[src/pch_consts.svh]
// Offsets, field positions and fixed values of the configuration header
`ifndef PCH_CONSTS_SVH
`define PCH_CONSTS_SVH

// Region sizes in dword indices: 256 bytes total, 64-byte header, 16-byte common part
`define PCH_CFG_DW_LAST 6'h3f
`define PCH_HDR_DW_END 6'h10
`define PCH_COMMON_DW_END 6'h04

// Byte offsets of the implemented fields
`define PCH_OFS_MAKER 8'h00
`define PCH_OFS_PART 8'h02
`define PCH_OFS_CMD 8'h04
`define PCH_OFS_STATUS 8'h06
`define PCH_OFS_PROG_IF 8'h09
`define PCH_OFS_SUBCLASS 8'h0a
`define PCH_OFS_BASECLASS 8'h0b
`define PCH_OFS_HDR 8'h0e

// Dword indices that hold those fields
`define PCH_DW_ID 6'h00
`define PCH_DW_CMD 6'h01
`define PCH_DW_CLASS 6'h02
`define PCH_DW_HDR 6'h03

// Command field positions
`define PCH_CMD_IO 0
`define PCH_CMD_MEM 1
`define PCH_CMD_SPECIAL 3
`define PCH_CMD_PALETTE 5
`define PCH_CMD_PARITY 6
`define PCH_CMD_STEP 7

// Command reset value and mask of the writable bits
`define PCH_CMD_RESET 16'h0080
`define PCH_CMD_WMASK 16'h006b

// Class code and header layout values
`define PCH_BASECLASS 8'h03
`define PCH_SUBCLASS 8'h00
`define PCH_SUBCLASS_FIRST 8'h01
`define PCH_PROG_IF 8'h00
`define PCH_HDR_TYPE 8'h00

// Revision code position in the row offset high register
`define PCH_REV_MSB 7
`define PCH_REV_LSB 4

`endif

[src/pch_pkg.sv]
// Types shared by the configuration header modules
`default_nettype none

package pch_pkg;

   // One configuration access, taken in the cycle that valid is high
   typedef struct packed {
      logic valid;
      logic write;
      logic [5:0] dw_index;
      logic [3:0] byte_en;
      logic [31:0] wdata;
   } pch_cfg_req_t;

   // Completion, one cycle after the request
   typedef struct packed {
      logic done;
      logic [31:0] rdata;
   } pch_cfg_rsp_t;

   // Response enables decoded from the bus command control word
   typedef struct packed {
      logic parity_resp;
      logic palette_snoop;
      logic special_cycle;
      logic mem_space;
      logic io_space;
   } pch_enables_t;

endpackage : pch_pkg

`default_nettype wire

[src/pch_top.sv]
// Configuration header: identification, function class, bus command control
`default_nettype none
`include "pch_consts.svh"

// Operation
// - Decode the whole 256-byte configuration region
// - Every configuration access completes, even after reset
// - Writes without storage complete and are dropped
// - Reserved or unimplemented registers read as zero
// - Device-specific registers only at bytes 64-255
// - Lowest byte address holds least significant byte
// - First 16 bytes common, rest per layout byte
// - Registers read back the value in use
// - Maker code read-only, never all ones
// - Part code low nibble mirrors revision code
// - Header layout byte reads 00h, single function
// - Class bytes at offsets 0Bh, 0Ah, 09h
// - Display class; subclass 01h on first revision
// - Zero command stops all but configuration cycles
// - Stepping bit always one, writes ignored
// - Parity response bit resets clear, gates reaction
// - Palette snoop bit stops claiming DAC writes
// - Special cycle bit gates special cycle monitoring
// - Memory and I/O enables power up cleared

module pch_top
#(
   parameter logic [15:0] MAKER_CODE = 16'h5a5a, // Arbitrary value
   parameter logic [11:0] PART_CODE_HI = 12'h7e1, // Arbitrary value
   parameter logic [3:0] FIRST_REV_CODE = 4'h0
)
(
   // Clock and reset
   input wire logic mclk_i,
   input wire logic nrst_i,
   // Configuration access port
   input wire pch_pkg::pch_cfg_req_t cfg_req_i,
   output pch_pkg::pch_cfg_rsp_t cfg_rsp_o,
   // Revision source
   input wire logic [7:0] secondary_display_controller_row_ofs_hi_i,
   // Decoded bus cycles from the target front end
   input wire logic mem_hit_i,
   input wire logic io_hit_i,
   input wire logic palette_write_i,
   input wire logic special_cycle_i,
   input wire logic parity_err_i,
   // Claims and gated events
   output logic mem_claim_o,
   output logic io_claim_o,
   output logic palette_claim_o,
   output logic special_cycle_seen_o,
   output logic parity_err_report_o,
   output pch_pkg::pch_enables_t enables_o
);

   // Parameter check
   if (MAKER_CODE == 16'hffff)
   begin : g_bad_maker
      $error("maker code must not be all ones");
   end

   // Reset release through two flip-flops
   logic rst_meta_n;
   logic rst_sync_n;

   always_ff @(posedge mclk_i or negedge nrst_i)
   begin
      if (!nrst_i)
      begin
         rst_meta_n <= 1'b0;
         rst_sync_n <= 1'b0;
      end
      else
      begin
         rst_meta_n <= 1'b1;
         rst_sync_n <= rst_meta_n;
      end
   end

   logic [3:0] rev_code;
   logic [15:0] cmd;
   logic cmd_wr;
   pch_pkg::pch_enables_t en;
   pch_pkg::pch_cfg_rsp_t rsp;
   pch_pkg::pch_cfg_rsp_t next_rsp;

   assign rev_code = secondary_display_controller_row_ofs_hi_i[`PCH_REV_MSB:`PCH_REV_LSB];

   // Only the command dword has storage; all other writes are discarded
   assign cmd_wr = cfg_req_i.valid && cfg_req_i.write && (cfg_req_i.dw_index == `PCH_DW_CMD);

   pch_cmd_reg u_cmd
   (
      .mclk_i(mclk_i),
      .rst_n_i(rst_sync_n),
      .wr_i(cmd_wr),
      .wr_byte0_i(cfg_req_i.byte_en[0]),
      .wdata_i(cfg_req_i.wdata[7:0]),
      .cmd_o(cmd),
      .enables_o(en)
   );

   // Subclass differs on the first revision only
   function automatic logic [7:0] subclass(input logic [3:0] rev);
      logic [7:0] s;
      s = `PCH_SUBCLASS;
      if (rev == FIRST_REV_CODE)
      begin
         s = `PCH_SUBCLASS_FIRST;
      end
      return s;
   endfunction : subclass

   // Byte n of a dword sits in bits 8n+7:8n, offset order little-endian
   function automatic logic [31:0] read_word(input logic [5:0] idx, input logic [3:0] rev,
                                             input logic [15:0] cmd_val);
      logic [31:0] w;
      w = 32'h0000_0000;
      unique case (idx)
         `PCH_DW_ID:
         begin
            w = {PART_CODE_HI, rev, MAKER_CODE};
         end
         `PCH_DW_CMD:
         begin
            // Status half is outside this block and reads zero
            w = {16'h0000, cmd_val};
         end
         `PCH_DW_CLASS:
         begin
            w = {`PCH_BASECLASS, subclass(rev), `PCH_PROG_IF, 8'h00};
         end
         `PCH_DW_HDR:
         begin
            w = {8'h00, `PCH_HDR_TYPE, 16'h0000};
         end
         default:
         begin
            // Header tail and the device-specific area hold no storage
            w = 32'h0000_0000;
         end
      endcase
      return w;
   endfunction : read_word

   // Every request completes one cycle later, with no enable gating it
   always_comb
   begin
      next_rsp.done = cfg_req_i.valid;
      next_rsp.rdata = 32'h0000_0000;
      if (cfg_req_i.valid && !cfg_req_i.write)
      begin
         next_rsp.rdata = read_word(cfg_req_i.dw_index, rev_code, cmd);
      end
   end

   always_ff @(posedge mclk_i or negedge rst_sync_n)
   begin
      if (!rst_sync_n)
      begin
         rsp <= '0;
      end
      else
      begin
         rsp <= next_rsp;
      end
   end

   assign cfg_rsp_o = rsp;
   assign enables_o = en;

   // Non-configuration cycles are claimed only through the command enables
   assign mem_claim_o = mem_hit_i && en.mem_space;
   assign io_claim_o = io_hit_i && en.io_space;
   // Palette writes are I/O cycles; snooping drops only the write claim
   assign palette_claim_o = palette_write_i && en.io_space && !en.palette_snoop;
   assign special_cycle_seen_o = special_cycle_i && en.special_cycle;
   // Parity is still generated elsewhere; only the reaction is gated
   assign parity_err_report_o = parity_err_i && en.parity_resp;

   logic rd_req;
   assign rd_req = cfg_req_i.valid && !cfg_req_i.write;
endmodule : pch_top

`default_nettype wire

[src/pch_cmd_reg.sv]
// Bus command control word with fixed and writable bits
`default_nettype none
`include "pch_consts.svh"

module pch_cmd_reg
(
   // Clock and reset
   input wire logic mclk_i,
   input wire logic rst_n_i,
   // Write port, low byte lane only
   input wire logic wr_i,
   input wire logic wr_byte0_i,
   input wire logic [7:0] wdata_i,
   // State
   output logic [15:0] cmd_o,
   output pch_pkg::pch_enables_t enables_o
);

   logic [15:0] cmd;
   logic [15:0] next_cmd;

   // Only byte 0 holds storage; byte 1 lane is fully reserved
   always_comb
   begin
      next_cmd = cmd;
      if (wr_i && wr_byte0_i)
      begin
         next_cmd = (`PCH_CMD_RESET & ~`PCH_CMD_WMASK) | ({8'h00, wdata_i} & `PCH_CMD_WMASK);
      end
   end

   always_ff @(posedge mclk_i or negedge rst_n_i)
   begin
      if (!rst_n_i)
      begin
         cmd <= `PCH_CMD_RESET;
      end
      else
      begin
         cmd <= next_cmd;
      end
   end

   assign cmd_o = cmd;
   assign enables_o.parity_resp = cmd[`PCH_CMD_PARITY];
   assign enables_o.palette_snoop = cmd[`PCH_CMD_PALETTE];
   assign enables_o.special_cycle = cmd[`PCH_CMD_SPECIAL];
   assign enables_o.mem_space = cmd[`PCH_CMD_MEM];
   assign enables_o.io_space = cmd[`PCH_CMD_IO];
endmodule : pch_cmd_reg

`default_nettype wire

[config.mk]
export PLATFORM = sky130hd
export DESIGN_NAME = pch_top
export DESIGN_NICKNAME = d
export VERILOG_FILES = /design/src/pch_pkg.sv /design/src/pch_top.sv /design/src/pch_cmd_reg.sv
export VERILOG_INCLUDE_DIRS = /design/src
export SDC_FILE = /design/constraint.sdc
export NUM_CORES = 1
export LEC_CHECK = 0
export BUFFER_PORTS_ARGS = -buffer_cell sky130_fd_sc_hd__buf_4
export CORE_MARGIN = 5
export CORE_UTILIZATION = 33
export CTS_CLUSTER_SIZE = 8
export DETAILED_ROUTE_END_ITERATION = 12
export GPL_TIMING_DRIVEN = 0
export HOLD_SLACK_MARGIN = 0.08
export MAX_ROUTING_LAYER = met4
export PLACE_DENSITY = 0.78
export REMOVE_ABC_BUFFERS = 1
export SYNTH_ARGS = -nofsm -noshare
export SYNTH_HDL_FRONTEND = slang
export SYNTH_SLANG_ARGS = --single-unit
[constraint.sdc]
create_clock -name mclk_i -period 0.8 [get_ports mclk_i]
set_input_delay 0 -clock mclk_i [delete_from_list [all_inputs] [get_ports mclk_i]]
set_output_delay 0 -clock mclk_i [all_outputs]
set_load 0.03 [all_outputs]
==> summary.txt, run 1 <==
Status
  – Outcome: complete, but fails checks
  – Failing checks: negative setup slack

Finish
  – # diodes: 0
  – Layout area overhead: 89.7%
  – Final nets: 214
  – Commonest non-fill, non-tap cell in the layout: buf_4
  – Share of layout cells above drive strength 1: 62.3%
  – Most frequent cells in the layout: 40 x buf_4, 30 x buf_6, 19 x dfrtp_1, 13 x dlygate4sd3_1, 10 x conb_1

Placed design
  – Dpl hpwl: 1.77 mm
  – Gpl congestion: 0.662
  – Port bufs: 58

STA
  – Hold slack final: 0.108 ns
  – Minimum clock period: 1.09 ns
  – Final Hold Vio Count: 0
  – Setup Skew: 0.00660 ns
  – Tcrit/Tclk final: 136%
  – Peak Freq: 917 MHz
  – Fin worst setup slack: -0.290 ns
  – Final Setup Violations: 52
  – Slew Viols, Final: 0
  – RSZ-0062 raised after global routing: yes
  – Setup_tns: -7.97 ns

Clocking
  – CTS tree: built
  – Root Driver: clkbuf_4
  – CTS clk-pin slew, worst paths: 0.12 ns
  – Clock Tree Buf Depth: 2
  – Cts bufs inserted: 3
  – Clk_lat worst skew: 0.30 ns
  – Clock sink total: 21
  – H-tree depth: 1

Route
  – Antenna-violating nets left: 0
  – Final WL: 2.56 mm
  – Initial drt markers: 8
  – Pre-antenna DRT Iters: 2
  – Avg WL per Cell: 13.8 µm
  – Vias: 789
  – DRC viols: 0
  – Vias per cell: 4.26

Synth
  – Synth unique cells: 19
  – Syn Inst Count: 77
  – FF+latch count, synth: 21
  – Mapped Area: 925 µm²
  – Leading post-synthesis cells by cell area: dfrtp_1 57%, buf_4 15%, and2_1 6.8%
  – Synth top area share: 56.8%
  – Post-synthesis sequential area ratio: 56.8%
  – Yosys top cell by area: dfrtp_1
  – Syn Area/Cell: 12.0 µm²
  – Yosys warning count: 0

Power and ir drop
  – Lkg Pwr: 0.910 nW
  – Worst vdd rail ir drop: 0.880 mV
  – Power Density: 1180 mW/mm²

Floorplan
  – Die height: 62.9 µm
  – Die Wd: 62.9 µm
  – Core ar.: 0.00271 mm²
  – Placement row count: 19
  – IO Pins: 102
  – Starting Density: 34.1%
  – Die area: 0.00396 mm²

Critical path
  – Setup slack, reg-to-reg: -0.15 ns
  – WS Path Type: primary input to register
  – Worst-path cell with the longest stage delay: or4_4
  – CP dominant cell by count: buf_6
  – Reg-to-Reg End: u_cmd.cmd_o[0]$_DFFE_PN0P_
  – Cells on worst reg2reg path: 2
  – Critical path, cell by cell: buf_6 > or4_4 > nor3_4 > buf_6 > mux2_4
  – Setup crit end kind: register
  – Crit-path leading delay family: simple AND/OR/NAND/NOR gates
  – Worst Path Required: 0.99 ns
  – Worst-path fanout max: 3
  – CP peak stage delay: 0.57 ns
  – RR Startpoint: u_cmd.cmd_o[0]$_DFFE_PN0P_
  – Worst Path Arrival: 1.28 ns
  – Startpoint Class: primary input
  – Buf/Inv on CP: 2

Worst hold path
  – Hold path endpoint: cfg_rsp_o[3]$_DFF_PN0_
  – HP Start: cfg_req_i[38]
  – HP Class: primary input to register
  – Hold Crit Depth: 4

Global routing
  – Pin count of the biggest net entering global routing: 20
  – First-pass GRT wire length: 3.82 mm
  – Grt ovf: 0
  – All-Layer GR Usage: 12.5%
  – Vias in the first global route: 826
  – Initial antenna violation count: 0

Flow run
  – MaxCap Viol Count: 0
[where the power goes]
part           switching (mW)  internal, mW  leakage [nW]
sequential             0.0334          1.08         0.283
clock                   0.318         0.190        0.0139
combinational           0.210         0.229         0.613
total                   0.561          1.50         0.910
[state kept, by name, indices dropped and copies added, names as in the netlist]
| register | cells |
|---|---|
| rst_meta_n | 1 |
| rst_sync_n | 1 |
| cfg_rsp_o | 14 |
| u_cmd.cmd_o | 5 |
[worst max path at each step]
stage / cells past startpoint / start / slack (ns) / to
3_3_place_gp: 4 / cfg_req_i[41] / -0.72 / u_cmd.cmd_o[1]$_DFFE_PN0P_
2_1_floorplan: 0 / cfg_rsp_o[29]$_DFF_PN0_ / -1.45 / cfg_rsp_o[11]
4_1_cts: 5 / cfg_req_i[38] / -0.25 / u_cmd.cmd_o[5]$_DFFE_PN0P_
6_report: 5 / cfg_req_i[38] / -0.29 / u_cmd.cmd_o[0]$_DFFE_PN0P_
5_1_grt: 3 / u_cmd.cmd_o[0]$_DFFE_PN0P_ / -0.32 / palette_claim_o
3_5_place_dp: 4 / cfg_req_i[41] / -0.75 / u_cmd.cmd_o[5]$_DFFE_PN0P_
[tightest hold or removal path: cells and delay by family]
family                 cells  cell delay [ns]
AOI/OAI and AO/OA          1             0.03
buffers and inverters      1             0.07
and+or+nand+nor            2             0.29
[per-stage QoR]
step           utilization [%]  instance area (µm²)  total power [mW]  worst slack, ns  std cells
2_1_floorplan                -                  812              1.27            -1.45         66
3_3_place_gp              47.5                 1290              1.42           -0.719        155
3_5_place_dp              47.5                 1290              1.43           -0.746        155
4_1_cts                   60.5                 1640              2.04           -0.248        178
5_1_grt                   64.7                 1750              2.18           -0.321        185
6_report                  64.7                 1750              2.06           -0.290        185
[cells by family (layout without fill, tap and decap cells)]
kind of cell           after synthesis  count (layout)  synth area share (%)
muxes                                6               6                  7.17
other                                2              10                 0.812
AOI/OAI and AO/OA                    3               3                  1.62
buffers and inverters               22              91                  16.6
DFF                                 21              21                  56.8
and+or+nand+nor                     23              23                  16.9
[what timing repair did]
action | in CTS | in global routing
setup buffers | 6 | 6
gates resized for setup | 40 | 14
setup endpoints to repair | 69 | 52
hold endpoints to repair | 18 | 9
pin swaps | 3 | 4
hold buffers | 13 | 4
[routing by layer]
metal  part of all wire [%]  routed length [µm]  track usage [%]
met1                     35                 889             12.7
met2                     56                1440             22.3
met3                    8.5                 217             4.14
met4                   0.31                   8             3.98
met5                      0                   0                -
[cell usage after synthesis, drive strengths merged]
cell type  number
dfrtp          21
buf            19
and2           10
mux2            5
a21oi           3
inv             3
nor3            3
conb            2
nand2b          2
nor4            2
mux2i           1
nand2           1
nand3           1
nor2            1
nor2b           1
or3             1
or4             1
[final cells by class]
cell class                 count  area, µm²
timing repair buffer          84        781
fill                         221        956
tap                           31       38.8
sequential                    21        528
clock buffer                   3       22.5
inverter                       3       11.3
clock inverter                 1       7.51
multi-input combinational     42        365
No activity file was read; power rests on OpenSTA's default activity.
==> inputs of run 2 (changes only) <==
Settings changed: CORE_UTILIZATION 33 to 35, CTS_BUF_LIST set to sky130_fd_sc_hd__clkbuf_2, PLACE_DENSITY 0.78 to 0.82.
==> run 2 against run 1 <==
The run still ends with negative setup slack left. Cell count stayed put. Critical endpoint is now palette_claim_o. Hold slack worse by 0.071 ns. Flip-flop and latch count stayed put. Critical path type is now register to output port. Worst setup slack better by 0.021 ns. Register-to-register slack hardly changed. Global-route usage is 1.3 points higher. Routed wire length is 11% higher. Highest routed layer is now met3. Largest power group unchanged. Clock power is 10% lower. Combinational power hardly changed.
==> summary.txt, run 2 (synthesis gave the netlist of run 1 again) <==
STA
  – Setup Skew: 0.00362 ns
  – Tcrit/Tclk final: 134%
  – Final Setup Violations: 51
  – Slew Viols, Final: 0
  – Peak Freq: 936 MHz
  – Fin worst setup slack: -0.269 ns
  – RSZ-0062 raised after global routing: yes
  – Hold slack final: 0.0362 ns
  – Minimum clock period: 1.07 ns
  – Final Hold Vio Count: 0

Finish
  – Commonest non-fill, non-tap cell in the layout: buf_6
  – Final nets: 215
  – Max reg flops: 14
  – Final Util: 71.8%
  – # diodes: 0
  – Share of layout cells above drive strength 1: 61.9%
  – Most frequent cells in the layout: 41 x buf_6, 29 x buf_4, 19 x dfrtp_1, 13 x dlygate4sd3_1, 10 x conb_1
  – Layout area overhead: 94.2%
  – Post-Layout Inst Area: 0.00180 mm²
  – Final std cells w/o fill: 185

Flow run
  – MaxCap Viol Count: 0

Worst hold path
  – Hold Crit Depth: 4
  – HP Class: primary input to register
  – HP Start: cfg_req_i[38]

Global routing
  – Grt ovf: 0
  – All-Layer GR Usage: 13.8%
  – Initial antenna violation count: 0
  – Vias in the first global route: 817
  – First-pass GRT wire length: 3.63 mm
  – Pin count of the biggest net entering global routing: 20

Placed design
  – Dpl hpwl: 1.73 mm
  – Placement Cell Area: 0.00128 mm²
  – Post-Place Cells: 154
  – Port bufs: 58
  – Gpl congestion: 0.659

Status
  – Outcome: complete, but fails checks
  – Failing checks: negative setup slack

Floorplan
  – Die area: 0.00377 mm²
  – Placement row count: 18
  – IO Pins: 102
  – Starting Density: 37.0%
  – Die Wd: 61.4 µm
  – Core ar.: 0.00250 mm²
  – Die height: 61.4 µm

Clocking
  – Root Driver: clkbuf_2
  – Clock Tree Buf Depth: 2
  – H-tree depth: 1
  – CTS clk-pin slew, worst paths: 0.21 ns
  – CTS tree: built
  – Cts bufs inserted: 3
  – Clk_lat worst skew: 0.32 ns
  – Clock sink total: 21

Route
  – Antenna-violating nets left: 0
  – Vias per cell: 4.35
  – DRC viols: 0
  – Final WL: 2.84 mm
  – Vias: 805
  – Initial drt markers: 5
  – Avg WL per Cell: 15.3 µm
  – Pre-antenna DRT Iters: 4

Critical path
  – Worst-path fanout max: 5
  – Startpoint Class: register
  – Setup crit end kind: output port
  – WS Path Type: register to output port
  – Crit path from: u_cmd.cmd_o[0]$_DFFE_PN0P_
  – RR Startpoint: u_cmd.cmd_o[1]$_DFFE_PN0P_
  – Worst Path Required: 0.80 ns
  – Worst Path Arrival: 1.07 ns
  – Cells on worst reg2reg path: 2

Power and ir drop
  – Lkg Pwr: 0.922 nW
  – Worst vdd rail ir drop: 1.02 mV
  – Power Density: 1120 mW/mm²
-- run 2: cell types whose count changed in the layout (fill, tap and decap cells not counted) --
| cell | previous run | this run |
|---|---|---|
| buf_12 | 0 | 1 |
| buf_4 | 40 | 29 |
| buf_6 | 30 | 41 |
| clkbuf_2 | 0 | 3 |
| clkbuf_4 | 3 | 0 |
| mux2_2 | 0 | 1 |
| mux2_4 | 5 | 4 |
| nor2b_1 | 0 | 1 |
| nor2b_4 | 1 | 0 |
-- run 2: where the power goes --
group	total (mW)	internal [mW]	switching, mW	leakage, nW
clock network	0.457	0.116	0.341	0.0126
registers	1.12	1.08	0.0341	0.283
logic	0.437	0.227	0.210	0.627
total	2.01	1.43	0.585	0.922
-- run 2: layer usage --
| layer | share of wire [%] | vias up | track usage, % |
|---|---|---|---|
| met5 | 0 | - | - |
| met4 | 0 | 0 | 2.73 |
| met2 | 60 | 37 | 26.1 |
| li1 | - | 375 | - |
| met3 | 7.8 | 0 | 2.94 |
| met1 | 32 | 393 | 14.6 |
-- run 2: final cells by class --
type	count	area [µm²]
clock buffer	3	15.0
clock inverter	1	7.51
sequential	21	528
tap	30	37.5
timing repair buffer	85	842
multi-input combinational	42	354
fill	168	704
inverter	3	11.3
-- run 2: metrics by stage --
| stage | total power, mW | setup WS [ns] | TNS (ns) |
|---|---|---|---|
| finish | 2.01 | -0.269 | -9.21 |
| floorplan | 1.27 | -1.45 | -21.50 |
| CTS | 1.99 | -0.282 | -8.75 |
| global route | 2.10 | -0.379 | -11.24 |
| detailed placement | 1.43 | -0.760 | -9.54 |
| global placement | 1.42 | -0.719 | -8.38 |
-- run 2: timing repair --
action | 4_1_cts | 5_1_grt
pin swaps | 4 | 4
hold endpoints to repair | 19 | 10
endpoints found under the setup margin | 68 | 51
resized for setup | 44 | 21
hold buffers | 13 | 2
buffers inserted | 9 | 3
-- run 2: path summary, 6_finish.rpt --
check | end | slack (ns)
worst max-delay path | palette_claim_o | -0.27
worst min-delay path | cfg_rsp_o[29]$_DFF_PN0_ | 0.04
worst max register to register | u_cmd.cmd_o[1]$_DFFE_PN0P_ | -0.14
worst min register to register | u_cmd.cmd_o[1]$_DFFE_PN0P_ | 0.21
max in group asynchronous | rst_sync_n$_DFF_PN0_ | 0.13
min in group asynchronous | u_cmd.cmd_o[1]$_DFFE_PN0P_ | 0.21
-- run 2: worst max-delay path: stages, from the launching register on --
cell     delay, ns
dfrtp_1       0.44
nand2_1       0.06
nor2_1        0.08
buf_4         0.17
==> inputs of run 3 (changes only) <==
Settings changed: ABC_AREA set to 1, CORE_UTILIZATION 35 to 37.
==> run 3 against run 2 <==
The run ends with negative hold slack, negative setup slack left. Synthesized cell count up 45%. Sequential share of layout area decreased by 0.69 points. Synthesized area rose by 14%. Combinational power up 8.7%. Critical path depth stayed put. Routed wire length up 3.7%. Clock skew is 0.013 ns higher. Critical path type unchanged. Critical endpoint unchanged. Largest cell class unchanged.
==> summary.txt, run 3 <==
Status
  – Outcome: complete, but fails checks
  – Failing checks: negative hold slack, negative setup slack

STA
  – Final Setup Violations: 40
  – Minimum clock period: 1.08 ns
  – RSZ-0062 raised after global routing: yes
  – Final Hold Vio Count: 2
  – Slew Viols, Final: 0
  – Setup Skew: 0.0161 ns
  – Tcrit/Tclk final: 135%
  – Setup_tns: -6.11 ns
  – Fin worst setup slack: -0.278 ns
  – Hold slack final: -0.0394 ns
  – Peak Freq: 927 MHz

Route
  – Antenna-violating nets left: 0
  – Vias: 932
  – DRC viols: 0
  – Avg WL per Cell: 13.3 µm
  – Final WL: 2.94 mm
  – Initial drt markers: 37
  – Pre-antenna DRT Iters: 4
  – Vias per cell: 4.20

Synth
  – Commonest cells post-synth: 21 x dfrtp_1, 19 x buf_4, 19 x nand2_1, 17 x inv_1, 9 x nor2_1
  – Synth Flop Type: dfrtp_1
  – Post-synthesis sequential area ratio: 50.0%
  – Syn Inst Count: 112
  – Simple-Gate Fraction of Synth Area: 26.3%
  – Xor and xnor area share after synthesis: 0%
  – Largest family of logic cells by synthesized area: simple AND/OR/NAND/NOR gates
  – Synth top area share: 50.0%
  – Syn Area/Cell: 9.38 µm²
  – FF+latch count, synth: 21
  – Number of synthesized flops with an enable pin: 0
  – Synth unique cells: 18
  – Count leader, synth: dfrtp_1
  – Mapped Area: 0.00105 mm²
  – Yosys top cell by area: dfrtp_1
  – Leading post-synthesis cells by cell area: dfrtp_1 50%, buf_4 14%, nand2_1 6.8%
  – Multiplexer share of the synthesized area: 0%
  – Yosys warning count: 0
  – Post-synthesis adder-cell area fraction: 0%
  – Compound-Gate Fraction of Synth Area: 2.98%
  – Synth async-reset ratio: 100%

Floorplan
  – Starting Density: 38.4%
  – Placement row count: 19
  – Die area: 0.00401 mm²
  – IO Pins: 102
  – Die height: 63.3 µm
  – Core ar.: 0.00273 mm²
  – Die Wd: 63.3 µm

Power and ir drop
  – Comb pwr share: 23.4%
  – P_int: 1.43 mW
  – Clock power share: 21.5%
  – Sw power: 0.599 mW
  – Lkg Pwr: 1.06 nW
  – Register share of total power: 55.1%
  – Sw frac: 29.5%
  – Power Density: 1100 mW/mm²
  – Worst vdd rail ir drop: 1.04 mV

Critical path
  – RR Startpoint: u_cmd.cmd_o[6]$_DFFE_PN0P_
  – Worst-path cell with the longest stage delay: dfrtp_2
  – Setup crit end kind: output port
  – Worst-path fanout max: 4
  – Startpoint Class: register
  – Critical path, cell by cell: nand2_1 > nor2_1 > buf_4
  – Worst Path Required: 0.80 ns
  – Cells on worst reg2reg path: 4
  – CP peak stage delay: 0.44 ns
  – Reg-to-Reg End: u_cmd.cmd_o[6]$_DFFE_PN0P_
  – Worst Path Arrival: 1.08 ns
  – WS Path Type: register to output port
  – Setup slack, reg-to-reg: -0.10 ns

Global routing
  – All-Layer GR Usage: 13.5%
  – First-pass GRT wire length: 4.26 mm
  – Pin count of the biggest net entering global routing: 20
  – Grt ovf: 0
  – Initial antenna violation count: 0
  – Vias in the first global route: 959

Placed design
  – Dpl ws: -0.0562 ns
  – Gpl congestion: 0.756
  – Port bufs: 58
  – Dpl hpwl: 2.02 mm
  – Post-Place Cells: 190

Finish
  – Commonest non-fill, non-tap cell in the layout: buf_6
  – Share of layout cells above drive strength 1: 56.0%
  – # diodes: 0
  – Final nets: 251
  – Layout area overhead: 75.4%
  – Final std cells w/o fill: 222
  – Most frequent cells in the layout: 40 x buf_6, 33 x buf_4, 18 x dfrtp_1, 15 x nand2_1, 13 x dlygate4sd3_1
  – Max reg flops: 14

Clocking
  – CTS clk-pin slew, worst paths: 0.21 ns
  – Root Driver: clkbuf_2
  – Cts bufs inserted: 3
  – CTS tree: built
  – Clk_lat worst skew: 0.31 ns
  – Clock sink total: 21
  – Clock Tree Buf Depth: 2
  – H-tree depth: 1

Worst hold path
  – Hold path endpoint: cfg_rsp_o[16]$_DFF_PN0_
  – HP Class: primary input to register
  – HP Start: cfg_req_i[40]
  – Hold Crit Depth: 4

Flow run
  – MaxCap Viol Count: 0
[run 3: layout make-up]
type	instances	area, µm²
clock buffers	3	15.0
clock inverters	1	5.00
fillers	207	891
inverters	18	67.6
multi-input cells	62	359
flip-flops and latches	21	529
well taps	31	38.8
repair buffers	86	828
[run 3: critical path: cells and delay by family, from the launching register on]
kind | cells | cell delay, ns
buf+inv | 1 | 0.17
flops | 1 | 0.44
simple gates | 2 | 0.16
[run 3: power groups by stage]
stage | clock network [mW] | registers (mW) | logic, mW
floorplan | 0 | 1.17 | 0.145
global placement | 0 | 1.14 | 0.329
detailed placement | 0 | 1.14 | 0.337
CTS | 0.444 | 1.12 | 0.414
global route | 0.498 | 1.13 | 0.506
finish | 0.436 | 1.12 | 0.475
[run 3: how the worst max path moves through the flow]
stage | startpoint | end | slack (ns)
floorplan | cfg_rsp_o[29]$_DFF_PN0_ | cfg_rsp_o[11] | -1.45
global placement | cfg_req_i[39] | u_cmd.cmd_o[0]$_DFFE_PN0P_ | 0.005
detailed placement | rst_sync_n$_DFF_PN0_ | u_cmd.cmd_o[5]$_DFFE_PN0P_ | -0.06
CTS | u_cmd.cmd_o[0]$_DFFE_PN0P_ | palette_claim_o | -0.29
global route | u_cmd.cmd_o[0]$_DFFE_PN0P_ | palette_claim_o | -0.37
finish | u_cmd.cmd_o[0]$_DFFE_PN0P_ | palette_claim_o | -0.28
[run 3: timing repair]
item	4_1_cts	5_1_grt
endpoints found under the hold margin	21	10
resized for setup	37	18
endpoints found under the setup margin	53	47
hold buffers	13	4
pin swaps	1	10
setup buffers	6	10
[run 3: through the flow]
step	instance area, µm²	power [mW]	util [%]
2_1_floorplan	938	1.31	-
3_3_place_gp	1410	1.47	51.7
3_5_place_dp	1410	1.48	51.7
4_1_cts	1730	1.98	63.4
5_1_grt	1840	2.13	67.4
6_report	1840	2.03	67.4
[run 3: cell families after synthesis]
kind of cell           Yosys count
buffers and inverters           37
flip-flops                      21
AO/OA/AOI/OAI                    4
AND/OR/NAND/NOR                 48
other                            2
[run 3: metal layers]
metal,wire length (µm),track usage [%],share of wire [%]
met4,89,5.71,3.0
met3,155,1.60,5.3
met5,0,-,0
met2,1680,26.3,57
met1,1020,13.2,35
